$ cat src/design/scp_pkg.sv
// package: register map, reset values and shared types of the system config block
package scp_pkg;

  // ************************************************************
  // register indices (byte address is four times the index)
  // ************************************************************
  localparam logic [15:0] IDX_CLK_GATE_1 = 16'h1C02; // peripheral_clock_gate_ctrl_1
  localparam logic [15:0] IDX_CLK_GATE_2 = 16'h1C03; // peripheral_clock_gate_ctrl_2
  localparam logic [15:0] IDX_EDGE_RATE = 16'h1C16; // output_edge_rate_ctrl
  localparam logic [15:0] IDX_PULL_1 = 16'h1C17; // pull_resistor_inhibit_1
  localparam logic [15:0] IDX_PULL_2 = 16'h1C18; // pull_resistor_inhibit_2
  localparam logic [15:0] IDX_PULL_3 = 16'h1C19; // pull_resistor_inhibit_3
  localparam logic [15:0] IDX_USB_SYS = 16'h1C32; // usb_system_ctrl
  localparam logic [15:0] IDX_EXT_SYS = 16'h1C33; // ext_memory_system_ctrl
  localparam logic [15:0] IDX_BOOT = 16'h1C34; // boot_method_latch, read only
  localparam logic [15:0] IDX_PULL_4 = 16'h1C4C; // pull_resistor_inhibit_4
  localparam logic [15:0] IDX_PULL_5 = 16'h1C4D; // pull_resistor_inhibit_5
  localparam logic [15:0] IDX_PULL_6 = 16'h1C4F; // pull_resistor_inhibit_6
  localparam logic [15:0] IDX_PULL_7 = 16'h1C50; // pull_resistor_inhibit_7
  localparam logic [15:0] IDX_PIN_SEL = 16'h1C60; // external_bus_pin_select
  localparam logic [15:0] IDX_STATUS = 16'h1C61; // block status, read only
  localparam logic [15:0] IDX_REG_CTRL = 16'h7004; // regulator_ctrl

  // ************************************************************
  // field positions
  // ************************************************************
  localparam int PIN_HI1_BIT = 1; // addr_line_hi1_pin_select
  localparam int PIN_HI0_BIT = 0; // addr_line_hi0_pin_select
  localparam int VSEL_BIT = 1; // core_regulator_voltage_select
  localparam int USB_REG_BIT = 0; // usb_regulator_enable
  localparam int BYTE_LSB = 0; // byte_access_select low bit
  localparam int USB_OSC_OFF_BIT = 2; // usb oscillator disable
  localparam int SLEW_CLOCK_OUTPUT_PIN_BIT = 0; // clock_output_pin slow edges
  localparam int SLEW_EMIF_BIT = 1; // external memory pins slow edges
  localparam int BOOT_W = 6; // boot_method_latch width
  localparam int PULL_REGS = 7; // number of pull inhibit registers

  // ************************************************************
  // reset values and counts
  // ************************************************************
  localparam logic [15:0] PIN_SEL_RST = 16'h003F; // all shared pins as gpio
  localparam logic [15:0] REG_CTRL_RST = 16'h0000; // 1.3 v, usb regulator off
  localparam logic [15:0] USB_SYS_RST = 16'h0004; // word access, oscillator off
  localparam logic [15:0] EXT_SYS_RST = 16'h0000; // word access
  localparam logic [15:0] CLK_GATE_RST = 16'h0000; // all clocks running
  localparam logic [15:0] EDGE_RATE_RST = 16'h0000; // fast edges
  localparam logic [15:0] PULL_RST = 16'h0000; // pulls enabled
  localparam logic VSEL_1V30 = 1'b0; // select code for 1.3 v
  localparam logic [3:0] BOOT_SAMPLE_CYC = 4'hA; // cycles after release to sample

  // ************************************************************
  // bus responses
  // ************************************************************
  localparam logic [1:0] RESP_OKAY = 2'h0;
  localparam logic [1:0] RESP_SLVERR = 2'h2;

  // byte access modes
  typedef enum logic [1:0] {
    SCP_BYTE_WORD = 2'b00,
    SCP_BYTE_HIGH = 2'b01,
    SCP_BYTE_LOW = 2'b10,
    SCP_BYTE_RSVD = 2'b11
  } scp_byte_mode_t;

  // boot sampling states
  typedef enum logic [1:0] {
    SCP_BOOT_WAIT = 2'b00,
    SCP_BOOT_DONE = 2'b01
  } scp_boot_state_t;

  // drive of one shared pad
  typedef struct packed {
    logic out; // level driven
    logic oe; // high while driven
  } scp_drive_t;

endpackage : scp_pkg

$ cat src/design/scp_sync2.sv
// module: two-flop synchroniser for asynchronous inputs
`timescale 1ns/1ps
module scp_sync2
  import scp_pkg::*;
#(
  parameter int W = 1
)(
  input wire logic core_clk,
  input wire logic rst,
  input wire logic [W-1:0] d,
  output logic [W-1:0] q
);

  logic [W-1:0] meta_reg; // first stage, read only by second stage

  // ************************************************************
  // two-stage capture
  // ************************************************************
  always_ff @(posedge core_clk or posedge rst)
  begin
    if (rst)
    begin
      meta_reg <= '0;
      q <= '0;
    end
    else
    begin
      meta_reg <= d;
      q <= meta_reg;
    end
  end

endmodule : scp_sync2

$ cat src/design/scp_pin_mux_cell.sv
// module: selects memory address or gpio drive for one shared pad
`timescale 1ns/1ps
module scp_pin_mux_cell
  import scp_pkg::*;
(
  input wire logic sel_gpio,
  input wire logic hold_input,
  input wire logic addr_bit,
  input wire scp_drive_t gpio_drv,
  output scp_drive_t pad_drv
);

  // ************************************************************
  // pad source select
  // ************************************************************
  always_comb
  begin
    if (hold_input)
    begin
      pad_drv = '{out: 1'b0, oe: 1'b0}; // boot sampling keeps pad an input
    end
    else if (sel_gpio)
    begin
      pad_drv = gpio_drv; // gpio owns the pad
    end
    else
    begin
      pad_drv = '{out: addr_bit, oe: 1'b1}; // memory address always driven
    end
  end

endmodule : scp_pin_mux_cell

$ cat src/design/scp_sys_config.sv
// module: system configuration register bank, pin mux and clock select
//
// Added by the designer: the AXI4-Lite interface to the registers.
`timescale 1ns/1ps
module scp_sys_config
  import scp_pkg::*;
#(
  parameter int ADDR_W = 17
)(
  input wire logic core_clk,
  input wire logic rst,
  // axi4-lite slave
  input wire logic [ADDR_W-1:0] s_axi_awaddr,
  input wire logic s_axi_awvalid,
  output logic s_axi_awready,
  input wire logic [31:0] s_axi_wdata,
  input wire logic [3:0] s_axi_wstrb,
  input wire logic s_axi_wvalid,
  output logic s_axi_wready,
  output logic [1:0] s_axi_bresp,
  output logic s_axi_bvalid,
  input wire logic s_axi_bready,
  input wire logic [ADDR_W-1:0] s_axi_araddr,
  input wire logic s_axi_arvalid,
  output logic s_axi_arready,
  output logic [31:0] s_axi_rdata,
  output logic [1:0] s_axi_rresp,
  output logic s_axi_rvalid,
  input wire logic s_axi_rready,
  // pins and straps
  input wire logic [BOOT_W-1:0] shared_pad_in,
  output logic [1:0] shared_pad_out,
  output logic [1:0] shared_pad_oe,
  input wire logic [1:0] ext_memory_address_pin,
  input wire logic [1:0] general_io_pin_out,
  input wire logic [1:0] general_io_pin_oe,
  output logic [1:0] general_io_pin_in,
  input wire logic clock_source_strap,
  input wire logic core_regulator_enable_strap_n,
  input wire logic core_power_on,
  input wire logic rtc_osc_running,
  // configuration outputs
  output logic core_regulator_1v05,
  output logic usb_regulator_on,
  output logic usb_osc_on,
  output logic sysclk_from_ext_ref,
  output logic rtc_regs_accessible,
  output logic [1:0] ext_memory_byte_mode,
  output logic [1:0] usb_byte_mode,
  output logic [31:0] peripheral_clock_gate,
  output logic [1:0] slow_edge_select,
  output logic [PULL_REGS-1:0][15:0] pull_enable,
  output logic bus_holder_enable
);

  // ************************************************************
  // declarations
  // ************************************************************
  logic [BOOT_W-1:0] pad_sync; // synchronised pad levels
  logic [3:0] misc_sync; // synchronised straps and power levels
  logic strap_sync; // clock-source strap
  logic ldo_strap_n_sync; // core regulator enable strap
  logic core_on_sync; // core power good
  logic rtc_on_sync; // rtc oscillator running
  scp_boot_state_t boot_state_reg; // boot sampling state
  logic [3:0] boot_cnt_reg; // cycles since reset release
  logic [BOOT_W-1:0] boot_latch_reg; // boot_method_latch
  logic strap_hi_reg; // strap level caught with boot sample
  logic [15:0] pin_sel_reg; // external_bus_pin_select
  logic [15:0] reg_ctrl_reg; // regulator_ctrl
  logic [15:0] usb_sys_reg; // usb_system_ctrl
  logic [15:0] ext_sys_reg; // ext_memory_system_ctrl
  logic [15:0] gate1_reg; // peripheral_clock_gate_ctrl_1
  logic [15:0] gate2_reg; // peripheral_clock_gate_ctrl_2
  logic [15:0] edge_reg; // output_edge_rate_ctrl
  logic [15:0] pull_inh_reg [PULL_REGS]; // pull_resistor_inhibit_1..7
  logic aw_held_reg; // write address captured
  logic w_held_reg; // write data captured
  logic [15:0] aw_idx_reg; // captured write index
  logic [15:0] wdata_reg; // captured low half of write data
  logic [1:0] wstrb_reg; // captured low lanes
  logic aw_held_next; // next write address held
  logic w_held_next; // next write data held
  logic rvalid_next; // next read valid
  logic wr_fire; // perform write this cycle
  logic wr_hit; // write index is mapped, read-only registers included
  logic [15:0] wmask; // lane mask of the write
  logic [15:0] rd_idx; // read index
  logic [15:0] rd_word; // read mux result
  logic rd_hit; // read index is mapped
  logic usb_reg_eff; // usb regulator after strap force
  logic [15:0] status_word; // status register content
  scp_drive_t drv [2]; // per-pad drive from mux cells

  // ************************************************************
  // synchronisers for pins and straps
  // ************************************************************
  scp_sync2 #(.W(BOOT_W)) u_pad_sync (
    .core_clk(core_clk),
    .rst(rst),
    .d(shared_pad_in),
    .q(pad_sync)
  );

  scp_sync2 #(.W(4)) u_misc_sync (
    .core_clk(core_clk),
    .rst(rst),
    .d({clock_source_strap, core_regulator_enable_strap_n, core_power_on, rtc_osc_running}),
    .q(misc_sync)
  );

  assign strap_sync = misc_sync[3];
  assign ldo_strap_n_sync = misc_sync[2];
  assign core_on_sync = misc_sync[1];
  assign rtc_on_sync = misc_sync[0];

  // ************************************************************
  // boot sampling
  // ************************************************************
  // count from release, capture once, then hold until the next reset
  always_ff @(posedge core_clk or posedge rst)
  begin
    if (rst)
    begin
      boot_state_reg <= SCP_BOOT_WAIT;
      boot_cnt_reg <= 4'h0;
      boot_latch_reg <= '0;
      strap_hi_reg <= 1'b0;
    end
    else
    begin
      case (boot_state_reg)
        SCP_BOOT_WAIT:
        begin
          boot_cnt_reg <= boot_cnt_reg + 4'h1;
          if (boot_cnt_reg == BOOT_SAMPLE_CYC - 4'h1)
          begin
            boot_latch_reg <= pad_sync;
            strap_hi_reg <= strap_sync;
            boot_state_reg <= SCP_BOOT_DONE;
          end
        end
        SCP_BOOT_DONE:
        begin
          boot_state_reg <= SCP_BOOT_DONE;
        end
        default:
        begin
          boot_state_reg <= SCP_BOOT_DONE;
        end
      endcase
    end
  end

  // ************************************************************
  // axi write channel
  // ************************************************************
  assign aw_held_next = (s_axi_awvalid && s_axi_awready) ? 1'b1 : (wr_fire ? 1'b0 : aw_held_reg);
  assign w_held_next = (s_axi_wvalid && s_axi_wready) ? 1'b1 : (wr_fire ? 1'b0 : w_held_reg);
  assign wr_fire = aw_held_reg && w_held_reg && !s_axi_bvalid;
  assign wmask = {{8{wstrb_reg[1]}}, {8{wstrb_reg[0]}}};

  // decode of mapped write indices, read-only ones included
  always_comb
  begin
    case (aw_idx_reg)
      IDX_CLK_GATE_1, IDX_CLK_GATE_2, IDX_EDGE_RATE, IDX_USB_SYS, IDX_EXT_SYS,
      IDX_PIN_SEL, IDX_REG_CTRL, IDX_PULL_1, IDX_PULL_2, IDX_PULL_3,
      IDX_PULL_4, IDX_PULL_5, IDX_PULL_6, IDX_PULL_7, IDX_BOOT, IDX_STATUS:
        wr_hit = 1'b1;
      default:
        wr_hit = 1'b0;
    endcase
  end

  // address and data capture, response after both
  always_ff @(posedge core_clk or posedge rst)
  begin
    if (rst)
    begin
      aw_held_reg <= 1'b0;
      w_held_reg <= 1'b0;
      aw_idx_reg <= 16'h0000;
      wdata_reg <= 16'h0000;
      wstrb_reg <= 2'h0;
      s_axi_awready <= 1'b0;
      s_axi_wready <= 1'b0;
      s_axi_bvalid <= 1'b0;
      s_axi_bresp <= RESP_OKAY;
    end
    else
    begin
      aw_held_reg <= aw_held_next;
      w_held_reg <= w_held_next;
      s_axi_awready <= !aw_held_next;
      s_axi_wready <= !w_held_next;
      if (s_axi_awvalid && s_axi_awready)
      begin
        aw_idx_reg <= 16'(s_axi_awaddr[ADDR_W-1:2]);
      end
      if (s_axi_wvalid && s_axi_wready)
      begin
        wdata_reg <= s_axi_wdata[15:0];
        wstrb_reg <= s_axi_wstrb[1:0];
      end
      if (wr_fire)
      begin
        s_axi_bvalid <= 1'b1;
        s_axi_bresp <= wr_hit ? RESP_OKAY : RESP_SLVERR;
      end
      else if (s_axi_bready)
      begin
        s_axi_bvalid <= 1'b0;
      end
    end
  end

  // ************************************************************
  // writable registers
  // ************************************************************
  // control registers, lane-merged writes
  always_ff @(posedge core_clk or posedge rst)
  begin
    if (rst)
    begin
      pin_sel_reg <= PIN_SEL_RST;
      reg_ctrl_reg <= REG_CTRL_RST;
      usb_sys_reg <= USB_SYS_RST;
      ext_sys_reg <= EXT_SYS_RST;
      gate1_reg <= CLK_GATE_RST;
      gate2_reg <= CLK_GATE_RST;
      edge_reg <= EDGE_RATE_RST;
    end
    else if (wr_fire)
    begin
      case (aw_idx_reg)
        IDX_PIN_SEL: pin_sel_reg <= (pin_sel_reg & ~wmask) | (wdata_reg & wmask);
        IDX_REG_CTRL: reg_ctrl_reg <= (reg_ctrl_reg & ~wmask) | (wdata_reg & wmask);
        IDX_USB_SYS: usb_sys_reg <= (usb_sys_reg & ~wmask) | (wdata_reg & wmask);
        IDX_EXT_SYS: ext_sys_reg <= (ext_sys_reg & ~wmask) | (wdata_reg & wmask);
        IDX_CLK_GATE_1: gate1_reg <= (gate1_reg & ~wmask) | (wdata_reg & wmask);
        IDX_CLK_GATE_2: gate2_reg <= (gate2_reg & ~wmask) | (wdata_reg & wmask);
        IDX_EDGE_RATE: edge_reg <= (edge_reg & ~wmask) | (wdata_reg & wmask);
        default: ;
      endcase
    end
  end

  // pull inhibit bank
  always_ff @(posedge core_clk or posedge rst)
  begin
    if (rst)
    begin
      for (int i = 0; i < PULL_REGS; i++)
      begin
        pull_inh_reg[i] <= PULL_RST;
      end
    end
    else if (wr_fire)
    begin
      case (aw_idx_reg)
        IDX_PULL_1: pull_inh_reg[0] <= (pull_inh_reg[0] & ~wmask) | (wdata_reg & wmask);
        IDX_PULL_2: pull_inh_reg[1] <= (pull_inh_reg[1] & ~wmask) | (wdata_reg & wmask);
        IDX_PULL_3: pull_inh_reg[2] <= (pull_inh_reg[2] & ~wmask) | (wdata_reg & wmask);
        IDX_PULL_4: pull_inh_reg[3] <= (pull_inh_reg[3] & ~wmask) | (wdata_reg & wmask);
        IDX_PULL_5: pull_inh_reg[4] <= (pull_inh_reg[4] & ~wmask) | (wdata_reg & wmask);
        IDX_PULL_6: pull_inh_reg[5] <= (pull_inh_reg[5] & ~wmask) | (wdata_reg & wmask);
        IDX_PULL_7: pull_inh_reg[6] <= (pull_inh_reg[6] & ~wmask) | (wdata_reg & wmask);
        default: ;
      endcase
    end
  end

  // ************************************************************
  // axi read channel
  // ************************************************************
  assign rd_idx = 16'(s_axi_araddr[ADDR_W-1:2]);
  assign rvalid_next = (s_axi_arvalid && s_axi_arready) ? 1'b1 :
                       (s_axi_rready ? 1'b0 : s_axi_rvalid);
  // strap low forces the usb regulator on, readback shows it
  assign usb_reg_eff = reg_ctrl_reg[USB_REG_BIT] || !strap_hi_reg;
  assign status_word = {11'h000, !ldo_strap_n_sync, rtc_on_sync, core_on_sync,
                        (boot_state_reg == SCP_BOOT_DONE), strap_hi_reg};

  // read mux
  always_comb
  begin
    rd_hit = 1'b1;
    case (rd_idx)
      IDX_CLK_GATE_1: rd_word = gate1_reg;
      IDX_CLK_GATE_2: rd_word = gate2_reg;
      IDX_EDGE_RATE: rd_word = edge_reg;
      IDX_USB_SYS: rd_word = usb_sys_reg;
      IDX_EXT_SYS: rd_word = ext_sys_reg;
      IDX_BOOT: rd_word = 16'(boot_latch_reg);
      IDX_PIN_SEL: rd_word = pin_sel_reg;
      IDX_STATUS: rd_word = status_word;
      IDX_REG_CTRL: rd_word = {reg_ctrl_reg[15:1], usb_reg_eff};
      IDX_PULL_1: rd_word = pull_inh_reg[0];
      IDX_PULL_2: rd_word = pull_inh_reg[1];
      IDX_PULL_3: rd_word = pull_inh_reg[2];
      IDX_PULL_4: rd_word = pull_inh_reg[3];
      IDX_PULL_5: rd_word = pull_inh_reg[4];
      IDX_PULL_6: rd_word = pull_inh_reg[5];
      IDX_PULL_7: rd_word = pull_inh_reg[6];
      default:
      begin
        rd_word = 16'h0000; // unmapped reads zero with error
        rd_hit = 1'b0;
      end
    endcase
  end

  // one read in flight, answer one cycle after address
  always_ff @(posedge core_clk or posedge rst)
  begin
    if (rst)
    begin
      s_axi_arready <= 1'b0;
      s_axi_rvalid <= 1'b0;
      s_axi_rdata <= 32'h00000000;
      s_axi_rresp <= RESP_OKAY;
    end
    else
    begin
      s_axi_arready <= !rvalid_next;
      s_axi_rvalid <= rvalid_next;
      if (s_axi_arvalid && s_axi_arready)
      begin
        s_axi_rdata <= {16'h0000, rd_word};
        s_axi_rresp <= rd_hit ? RESP_OKAY : RESP_SLVERR;
      end
    end
  end

  // ************************************************************
  // shared pad multiplexing
  // ************************************************************
  // bit 1: address 16 or gpio 22
  scp_pin_mux_cell u_mux_hi1 (
    .sel_gpio(pin_sel_reg[PIN_HI1_BIT]),
    .hold_input(boot_state_reg != SCP_BOOT_DONE),
    .addr_bit(ext_memory_address_pin[1]),
    .gpio_drv('{out: general_io_pin_out[1], oe: general_io_pin_oe[1]}),
    .pad_drv(drv[1])
  );

  // bit 0: address 15 or gpio 21
  scp_pin_mux_cell u_mux_hi0 (
    .sel_gpio(pin_sel_reg[PIN_HI0_BIT]),
    .hold_input(boot_state_reg != SCP_BOOT_DONE),
    .addr_bit(ext_memory_address_pin[0]),
    .gpio_drv('{out: general_io_pin_out[0], oe: general_io_pin_oe[0]}),
    .pad_drv(drv[0])
  );

  // registered pad drive, a stable select keeps the pad steady
  always_ff @(posedge core_clk or posedge rst)
  begin
    if (rst)
    begin
      shared_pad_out <= 2'h0;
      shared_pad_oe <= 2'h0;
      general_io_pin_in <= 2'h0;
    end
    else
    begin
      shared_pad_out <= {drv[1].out, drv[0].out};
      shared_pad_oe <= {drv[1].oe, drv[0].oe};
      general_io_pin_in <= pad_sync[1:0];
    end
  end

  // ************************************************************
  // regulators and clock sources
  // ************************************************************
  always_ff @(posedge core_clk or posedge rst)
  begin
    if (rst)
    begin
      core_regulator_1v05 <= 1'b0;
      usb_regulator_on <= 1'b1;
      usb_osc_on <= 1'b1;
      sysclk_from_ext_ref <= 1'b0;
      rtc_regs_accessible <= 1'b0;
    end
    else
    begin
      // voltage bit only acts with the regulator strapped on
      core_regulator_1v05 <= !ldo_strap_n_sync && (reg_ctrl_reg[VSEL_BIT] != VSEL_1V30);
      usb_regulator_on <= usb_reg_eff;
      // strap low locks the oscillator on
      usb_osc_on <= !strap_hi_reg || !usb_sys_reg[USB_OSC_OFF_BIT];
      sysclk_from_ext_ref <= strap_hi_reg;
      rtc_regs_accessible <= rtc_on_sync;
    end
  end

  // ************************************************************
  // pad configuration outputs
  // ************************************************************
  always_ff @(posedge core_clk or posedge rst)
  begin
    if (rst)
    begin
      ext_memory_byte_mode <= SCP_BYTE_WORD;
      usb_byte_mode <= SCP_BYTE_WORD;
      peripheral_clock_gate <= 32'h00000000;
      slow_edge_select <= 2'h0;
      pull_enable <= '0;
      bus_holder_enable <= 1'b1;
    end
    else
    begin
      ext_memory_byte_mode <= ext_sys_reg[BYTE_LSB+1:BYTE_LSB];
      usb_byte_mode <= usb_sys_reg[BYTE_LSB+1:BYTE_LSB];
      peripheral_clock_gate <= {gate2_reg, gate1_reg};
      slow_edge_select <= {edge_reg[SLEW_EMIF_BIT], edge_reg[SLEW_CLOCK_OUTPUT_PIN_BIT]};
      for (int i = 0; i < PULL_REGS; i++)
      begin
        pull_enable[i] <= core_on_sync ? ~pull_inh_reg[i] : 16'h0000;
      end
      bus_holder_enable <= !core_on_sync;
    end
  end

endmodule : scp_sys_config

$ cat config.mk
export PLATFORM = sky130hd
export DESIGN_NAME = scp_sys_config
export DESIGN_NICKNAME = d
export VERILOG_FILES = /design/src/design/scp_pkg.sv /design/src/design/scp_sync2.sv /design/src/design/scp_pin_mux_cell.sv /design/src/design/scp_sys_config.sv
export SDC_FILE = /design/constraint.sdc
export NUM_CORES = 1
export LEC_CHECK = 0
export ABC_AREA = 1
export ABC_CLOCK_PERIOD_IN_PS = 32800
export BUFFER_PORTS_ARGS = -buffer_cell sky130_fd_sc_hd__buf_2
export CORE_MARGIN = 4
export CORE_UTILIZATION = 33
export CTS_BUF_LIST = sky130_fd_sc_hd__clkbuf_4 sky130_fd_sc_hd__clkbuf_8 sky130_fd_sc_hd__clkbuf_16
export CTS_CLUSTER_SIZE = 30
export DETAILED_ROUTE_END_ITERATION = 7
export PLACE_DENSITY_LB_ADDON = 0.08
export REMOVE_ABC_BUFFERS = 1
export SYNTH_ARGS = -nofsm -noshare
export SYNTH_HDL_FRONTEND = slang
export SYNTH_SLANG_ARGS = --single-unit
$ cat constraint.sdc
create_clock -name core_clk -period 32.8 [get_ports core_clk]
set_clock_uncertainty 0.2 [all_clocks]
set_input_delay 1.64 -clock core_clk [delete_from_list [all_inputs] [get_ports core_clk]]
set_output_delay 1.64 -clock core_clk [all_outputs]
set_load 0.03 [all_outputs]
# Word level (Yosys, flattened, before mapping)
# Index checks and enable logic that the tools add are counted.
# totals
reg_bits,479
inputBits,93
word_cells,190
# op_classes
addsub,1
n_eq_ne,36
n_mux,26
bitwise,37
reduce_logical,35
# op_table
operator,n
$eq A15 B13 Y1 const B,30
$pmux W16 S16,1
$and A16 B16 Y16,15
$or A16 B16 Y16,14
$not A16 Y16,8
$mux W16,7
$reduce_or A16 Y1,2
$eq A15 B15 Y1 const B,2
$reduce_and A2 Y1,15
$mux W2,8
$mux W1,10
$logic_not A1 Y1,8
$logic_and A1 B1 Y1,6
$add A4 B1 Y4 const B,1
$eq A4 B4 Y1 const B,1
$eq A2 B1 Y1 const B,1
$logic_not A2 Y1,1
$logic_or A1 B1 Y1,2
$ne A2 B1 Y1 const B,1
$ne A2 B2 Y1 const B,1
$reduce_bool A2 Y1,1

# Depth between registers and ports, before layout
# Gate-level depths: netlist of run 1.
# depth
word_depth,5
mapped_depth,14
mapped_depth_nobuf,12

# Modules after synthesis
# From an unflattened synthesis of run 1, not the netlist that was laid out.
# unflattened
hier_cells,2022
area_unflattened_um2,19511.2
# by_module_without_submodules
module,n_inst,cells_each,area_each_um2,seq_area_each_um2
scp_sys_config,1,1984,18935.7,11423.5
scp_sync2 (u_pad_sync),1,13,304.0,300.3
scp_sync2 (u_misc_sync),1,9,203.9,200.2
scp_pin_mux_cell,2,8,33.8,0.0

# Worst setup path before layout of run 1
# No wires, ideal clock.
# synth_timing
path_type,input to register
from,input s_axi_araddr[11]
to,register s_axi_rdata[14]
setup_time_ps,65
arrival_time_ps,2711
setup_slack_ps,29824
path_stages,12
n_path_buf,3
path_cell_list,nor2_1 > nand2_1 > nor2_1 > buf_4 > buf_6 > buf_2 > nand3_1 > nand4_1 > nor2_1 > nand2_1 > nand2_1 > nand2_1
# synth_via
elab_chain_len,2
# synth_rtl
element,line_no,text
from (decl),scp_sys_config.sv:23,"input wire logic [ADDR_W-1:0] s_axi_araddr,"
$eq A15 B13 Y1 or $eq A15 B15 Y1 (tied branches),scp_sys_config.sv:289,case (rd_idx)
$pmux W16 S16 *,scp_sys_config.sv:289,
to (signal assigned),scp_sys_config.sv:330,"s_axi_rdata <= {16'h0000, rd_word};"
to (decl),scp_sys_config.sv:26,"output logic [31:0] s_axi_rdata,"
# Mark *: on every way between the ends. The rest lies on a longest branch, timed or not.
# A chain may end at the register's enable or synchronous reset.

==> results of run 1 <==
==> layer usage <==
layer	GRT usage, %	share of wire, %
met5	0	0
met4	3.883	1.7
met3	3.175	4.7
met2	28.61	45
met1	27.42	49
==> layout make-up <==
cell class,instances,area share (%)
sequential,476,51.47
multi-input combinational,1352,28.34
clock buffer,76,6.837
timing repair buffer,262,5.843
tap,765,4.131
inverter,109,1.815
clock inverter,21,1.561
antenna,1,0.01080
==> placed cells by master (no fill, tap or decap), drive strengths merged <==
cell type    n
nand2      524
dfrtp      466
buf        262
o21ai      260
nand3      254
nor2       241
inv        108
clkbuf      76
conb        18
nand4       12
mux2        12
a21oi       12
clkinv      11
dfstp       10
bufinv      10
nor3        10
xnor2        2
ha           2
diode        1
xor2         1
and2         1
nor4         1
o211ai       1
nand3b       1
clkinvlp     1
==> power groups by stage <==
stage,Sequential (mW),Clock (mW),Combinational [mW]
final,0.645,0.655,0.195
after global routing,0.648,0.697,0.215
after CTS,0.645,0.672,0.199
after floorplan,0.673,0,0.101
after detailed placement,0.655,0,0.198
after global placement,0.654,0,0.196
==> through the flow <==
stage | instances | hold slack, ps | worst slack [ps] | instance area, sq um
floorplan | 1937 | 131.2 | 17700 | 18890
global placement | 2964 | 135.0 | 28270 | 21220
detailed placement | 2964 | 134.7 | 28230 | 21220
CTS | 3061 | 148.6 | 28880 | 23170
global route | 3061 | 155.2 | 28530 | 23170
finish | 3062 | 146.0 | 29010 | 23170
==> logic make-up (layout without fill, tap and decap cells) <==
kind of cell,Yosys count,count (layout)
simple gates,1044,1044
flops,476,476
compound gates,273,273
buf+inv,233,468
mux,12,12
xor+xnor,3,3
fa+ha+maj,2,2
other cells,1,19
==> critical path: cells and delay by family <==
family                 cells  cell delay (ps)
buffers and inverters      4             2360
==> cells in the mapped netlist, types with 14 or more instances <==
library cell	instances	share of area (%)
buf_6	14	0.81
inv_1	96	1.8
nand3_2	14	0.72
o21ai_2	68	3.0
buf_2	41	1.0
nand2_1	493	9.5
clkbuf_1	23	0.44
nand2_2	29	0.93
o21ai_0	45	1.2
nor2_1	211	4.0
o21ai_1	147	3.8
buf_1	15	0.29
nand3_1	240	6.1
buf_4	31	1.2
nor2_4	18	1.0
dfrtp_1	466	60
==> worst paths after layout <==
check                                                  end  slack [ps]  depth (start not counted)
worst max-delay path            asynchronous set/reset pin       29010                          4
worst min register to register             u_pad_sync.q[3]         150                          0
min in group asynchronous                 pull_enable[109]         980                          2
worst min-delay path                       u_pad_sync.q[3]         150                          0
max in group core_clk                       s_axi_rdata[7]       29270                         13
worst max register to register                    register       29740                          7
==> metrics.md, run 1 <==
| Metric | Value |
|---|---|
| DIE WIDTH | 251.5 um |
| Hold Vio Cnt, Final | 0 |
| Register bit total from synthesis | ~480 |
| Fmax | approximately 260 MHz |
| Die area | about 63000 sq um |
| I/O Buffers | 255 |
| Power Density | 64.50 nW/um^2 |
| Num CTS Buffers | 53 |
| Post-DRT Antenna Nets | 0 |
| Area occupied by multi-input gates | 6565 sq um |
| Setup crit start | rst |
| Slew headroom | a little over a quarter |
| Hold Buf Count CTS | 0 |
| Setup CP Type | in -> async |
| All-Layer GR Usage | 18.47% |
| Post-CTS Setup Inserts | 0 |
| WL/cell | just under 20 um |
| Hpwl dp | 39430 um |
| H-tree depth | 2 |
| Pin count of the biggest net entering global routing | 219 |
| Share of layout cells above drive strength 1 | a little under a quarter |
| FP Rows | 88 |
| Reg power frac | approximately 43% |
| First-pass detailed-route iteration total | 5 |
| Min cycle time layout | around 3800 ps |
| RD Place Congestion | 0.8123 |
| Filler cells | 5835 |
| Crit end category | asynchronous set/reset pin |
| Vias in the first global route | 14180 |
| First-pass GRT wire length | 90120 um |
| Least-Margin Pin Slew | 1091 ps |
| Post-Synth Adder-Cell Area | 0.1279% |
| Core Util, Final | 39.78% |
| Initial antenna violation count | 1 |
| Peak supply drop | 0.04398 mV |
| Ys flop type | dfrtp_1 |
| Initial Util | 33.59% |
| Async set or reset register ratio after synthesis | between 90% and 100% |
| Logic gate share of total power | 13.0% |
| Max-Cap Viols | 0 |
| Storage cell area | 11920 sq um |
| Area Overhead vs Synth | 18.42% |
| Clock slew at reported path FFs | 60 ps |
| WP data required | 33190 ps |
| Post-DR vias/cell | 4.735 |
| RSZ-0062 raised after global routing | no |
| Top cell by count, worst path | buf_4 |
| Worst Hold Launch | u_pad_sync.meta_reg[3] |
| Nets | ~2300 |
| Post-route setup TNS | 0 ps |
| CP Data Arrival Time | 4180 ps |
| Ports | 296 |
| Clock root cell | clkbuf_16 |
| Synth warn | 0 |
| 1st-iter DRT viols | 959 |
| Leak Pwr | 11.41 nW |
| Switching share of power | between 20% and 30% |
| Netlist cell types | 36 |
| Mux share of post-synthesis cell area | less than 1% |
| Internal power | approximately 1.1 mW |
| Total congestion overflow | 0 |
| Final setup viols | 0 |
| CP cell instances | buf_2 -> inv_8 -> buf_4 -> buf_4 |
| Hold Crit Class | reg -> reg |
| Die Y | between 200 and 300 um |
| CTS Buffer Depth | 3 |
| Slowest stage delay, CP | approximately 880 ps |
| Slew Viols, Final | 0 |
| NetSw | between 0.4 and 0.5 mW |
| Core Region | 58250 sq um |
| Total power draw | approximately 1.5 mW |
| Slowest CP cell | buf_4 |
| Clk pwr share | 43.8% |
| Number of synthesized flops with an enable pin | 0 |
| Gate Count Post-Synth | 2044 |
| CP Launch Type | primary input |
| Synth Area in Simple Gates | around a quarter |
| Reg2reg start | s_axi_bvalid |
| Via Count | about 15000 |
| Resized Gates After CTS | 0 |
| Largest family of logic cells by synthesized area | simple AND/OR/NAND/NOR gates |
| Status | finished, final reports clean |
| Routed Wire Length | between 50000 and 60000 um |
| Post-Syn Area per Cell | 9.572 sq um |
| Register area share after synthesis | 60.95% |
| Residual DRC | 0 |
| Synthesized area | 19570 sq um |
| Synth Area in XOR/XNOR | 0.1343% |
| Synth Area in Compound Gates | 8.301% |
| TritonCTS Sinks | 476 |
| CTS tree | done |
| Worst skew pair latency | 590 ps |
| CP Max Fanout | 111 |
| Fin crit share | 11.54% |
No activity file was read; power rests on OpenSTA's default activity.
==> run 2: changes to the inputs <==
- ABC_CLOCK_PERIOD_IN_PS: 32800 -> 3060
- clock period: 32.8 -> 3.06 ns (I/O delays scaled with it)
==> run 2 against run 1 <==
  * Combinational power rose to 12 times the previous value
  * Global-route usage up 0.41 points
  * Die area unchanged
  * Register-to-register slack got worse by 29000 ps
  * Worst hold slack lost 120 ps
  * Clock power rose to 11 times the previous value
  * Count of clock-buffer cells in the layout shrank 5
  * First-iteration DRC count up 24%
  * Highest routed layer unchanged
==> metrics.md, run 2 (synthesis results as in run 1) <==
| Metric | Value |
|---|---|
| Status | finished, final reports clean |
| Num CTS Buffers | 53 |
| Initial antenna violation count | 1 |
| Leak Pwr | 11.82 nW |
| Clock root cell | clkbuf_16 |
| Pre-CTS WS | 607.7 ps |
| Core Region | between 50000 and 60000 sq um |
| Most common cell after layout, fill and taps aside | nand2_1 |
| Area Overhead vs Synth | 23.23% |
| Final setup viols | 0 |
| DIE WIDTH | approximately 250 um |
| Initial Util | 33.59% |
| Worst skew pair latency | 590 ps |
| Slowest CP cell | nand3_2 |
| TritonCTS Sinks | 476 |
| CP cell instances | nor2_2 -> nand3_1 -> nor2_4 -> inv_4 -> nor3_4 -> nand3_2 -> nand2_1 -> o21ai_2 |
| Least-Margin Pin Slew | 883.7 ps |
| Fin crit share | 81.19% |
| Total power draw | 16.17 mW |
| Total congestion overflow | 0 |
| Post-route setup TNS | 0 ps |
| R2R cell count | 8 |
| Hpwl dp | 41170 um |
| Reg-to-reg slack, setup | 580 ps |
| Peak supply drop | ~0.40 mV |
| Setup CP Type | reg -> reg |
| Ports | 296 |
| RSZ-0062 raised after global routing | no |
| All-Layer GR Usage | 18.88% |
| Clock slew at reported path FFs | 60 ps |
| Worst Hold Launch | core_power_on |
| Vias in the first global route | 14870 |
| Slowest stage delay, CP | roughly 430 ps |
| Resized Gates After CTS | 0 |
| Finished Cell Area | 24110 sq um |
| Routed Wire Length | about 60000 um |
| RD Place Congestion | 0.8187 |
| Dpl cell area | 21470 sq um |
| CTS Buffer Depth | 3 |
| First-pass detailed-route iteration total | 5 |
| WL/cell | 19.09 um |
| First-pass GRT wire length | between 90000 and 100000 um |
| Pin count of the biggest net entering global routing | between 70 and 80 |
| Layout Cells excl Fill | about 3200 |
| I/O Buffers | 255 |
| CP Data Arrival Time | 2730 ps |
| CTS tree | done |
| Hold Crit Class | in -> reg |
| Hold Vio Cnt, Final | 0 |
| Post-DRT Antenna Nets | 0 |
| Min cycle time layout | 2484 ps |
| 1st-iter DRT viols | 1189 |
| Slew headroom | 41.02% |
| Fmax | 402.5 MHz |
| Core Util, Final | 41.39% |
| Filler cells | 5829 |
| Die Y | 251.5 um |
| Via Count | around 15000 |
| Most frequent cells in the layout | nand2_1 (493), dfrtp_1 (466), buf_2 (255), nand3_1 (240), nor2_1 (210) |
| Max-Cap Viols | 0 |
| Worst hold slack | roughly 31 ps |
| Nets | ~2400 |
| Die area | between 60000 and 70000 sq um |
| Slew Viols, Final | 0 |
| Worst Slack Setup Final | 575.6 ps |
| Crit end category | register |
| FP Rows | 88 |
| Reg2reg start | aw_idx_reg[9] |
| Inst Count DP | around 3000 |
| Setup crit start | aw_idx_reg[9] |
| Power Density | between 600 and 700 nW/um^2 |
| Post-DR vias/cell | 4.740 |
| Share of layout cells above drive strength 1 | a little under a quarter |
| Residual DRC | 0 |
| CP Launch Type | register |
| CP Max Fanout | 16 |
| WP data required | 3310 ps |
| H-tree depth | 2 |
==> run 2: changes by cell type in the layout (fill, tap and decap cells not counted), moves of 6 or more <==
cell and delta:
buf_12 +9, clkbuf_4 -9, dlygate4sd3_1 +68, buf_4 +10
clkbuf_8 +6
==> run 2: worst min-delay path by stage <==
stage	to	slack, ps	depth (start not counted)
after floorplan	u_misc_sync.meta_reg[0]	-20	0
after CTS	u_misc_sync.meta_reg[1]	2	2
after global placement	pull_enable[110]	60	2
after global routing	u_misc_sync.meta_reg[1]	20	2
after detailed placement	u_pad_sync.meta_reg[3]	60	1
final	u_misc_sync.meta_reg[1]	30	2
==> run 2: cell type report <==
class	instances	area, sq um	area share [%]
Clock inverter	26	399.1	1.656
Timing Repair Buffer	349	2290	9.497
Multi-Input combinational cell	1352	6563	27.22
Inverter	109	420.4	1.744
Sequential cell	476	11920	49.46
Clock buffer	71	1549	6.425
Antenna cell	3	7.507	0.03114
Tap cell	765	957.2	3.970
==> run 2: critical path: cells and delay by family, from the launching register on <==
| kind | cells | cell delay (ps) |
|---|---|---|
| and+or+nand+nor | 6 | 1510 |
| buffers and inverters | 1 | 160 |
| AOI/OAI and AO/OA | 1 | 70 |
| DFF | 1 | 390 |
==> run 2: routing by layer <==
metal | global-route usage [%] | part of all wire (%) | vias up
met4 | 3.772 | 1.7 | 0
met1 | 28.07 | 48 | 7299
met2 | 29.20 | 45 | 346
li1 | - | - | 7225
met5 | 0 | 0 | -
met3 | 3.402 | 5.0 | 66
==> run 2: where the power goes <==
group | switching, mW | internal, mW
sequential | 0.252 | 6.65
combinational | 1.79 | 0.458
clock | 2.62 | 4.39
==> run 2: what timing repair did <==
action,CTS,global route
endpoints found under the setup margin,0,0
hold buffers,68,0
setup buffers,0,0
hold endpoints to repair,520,0
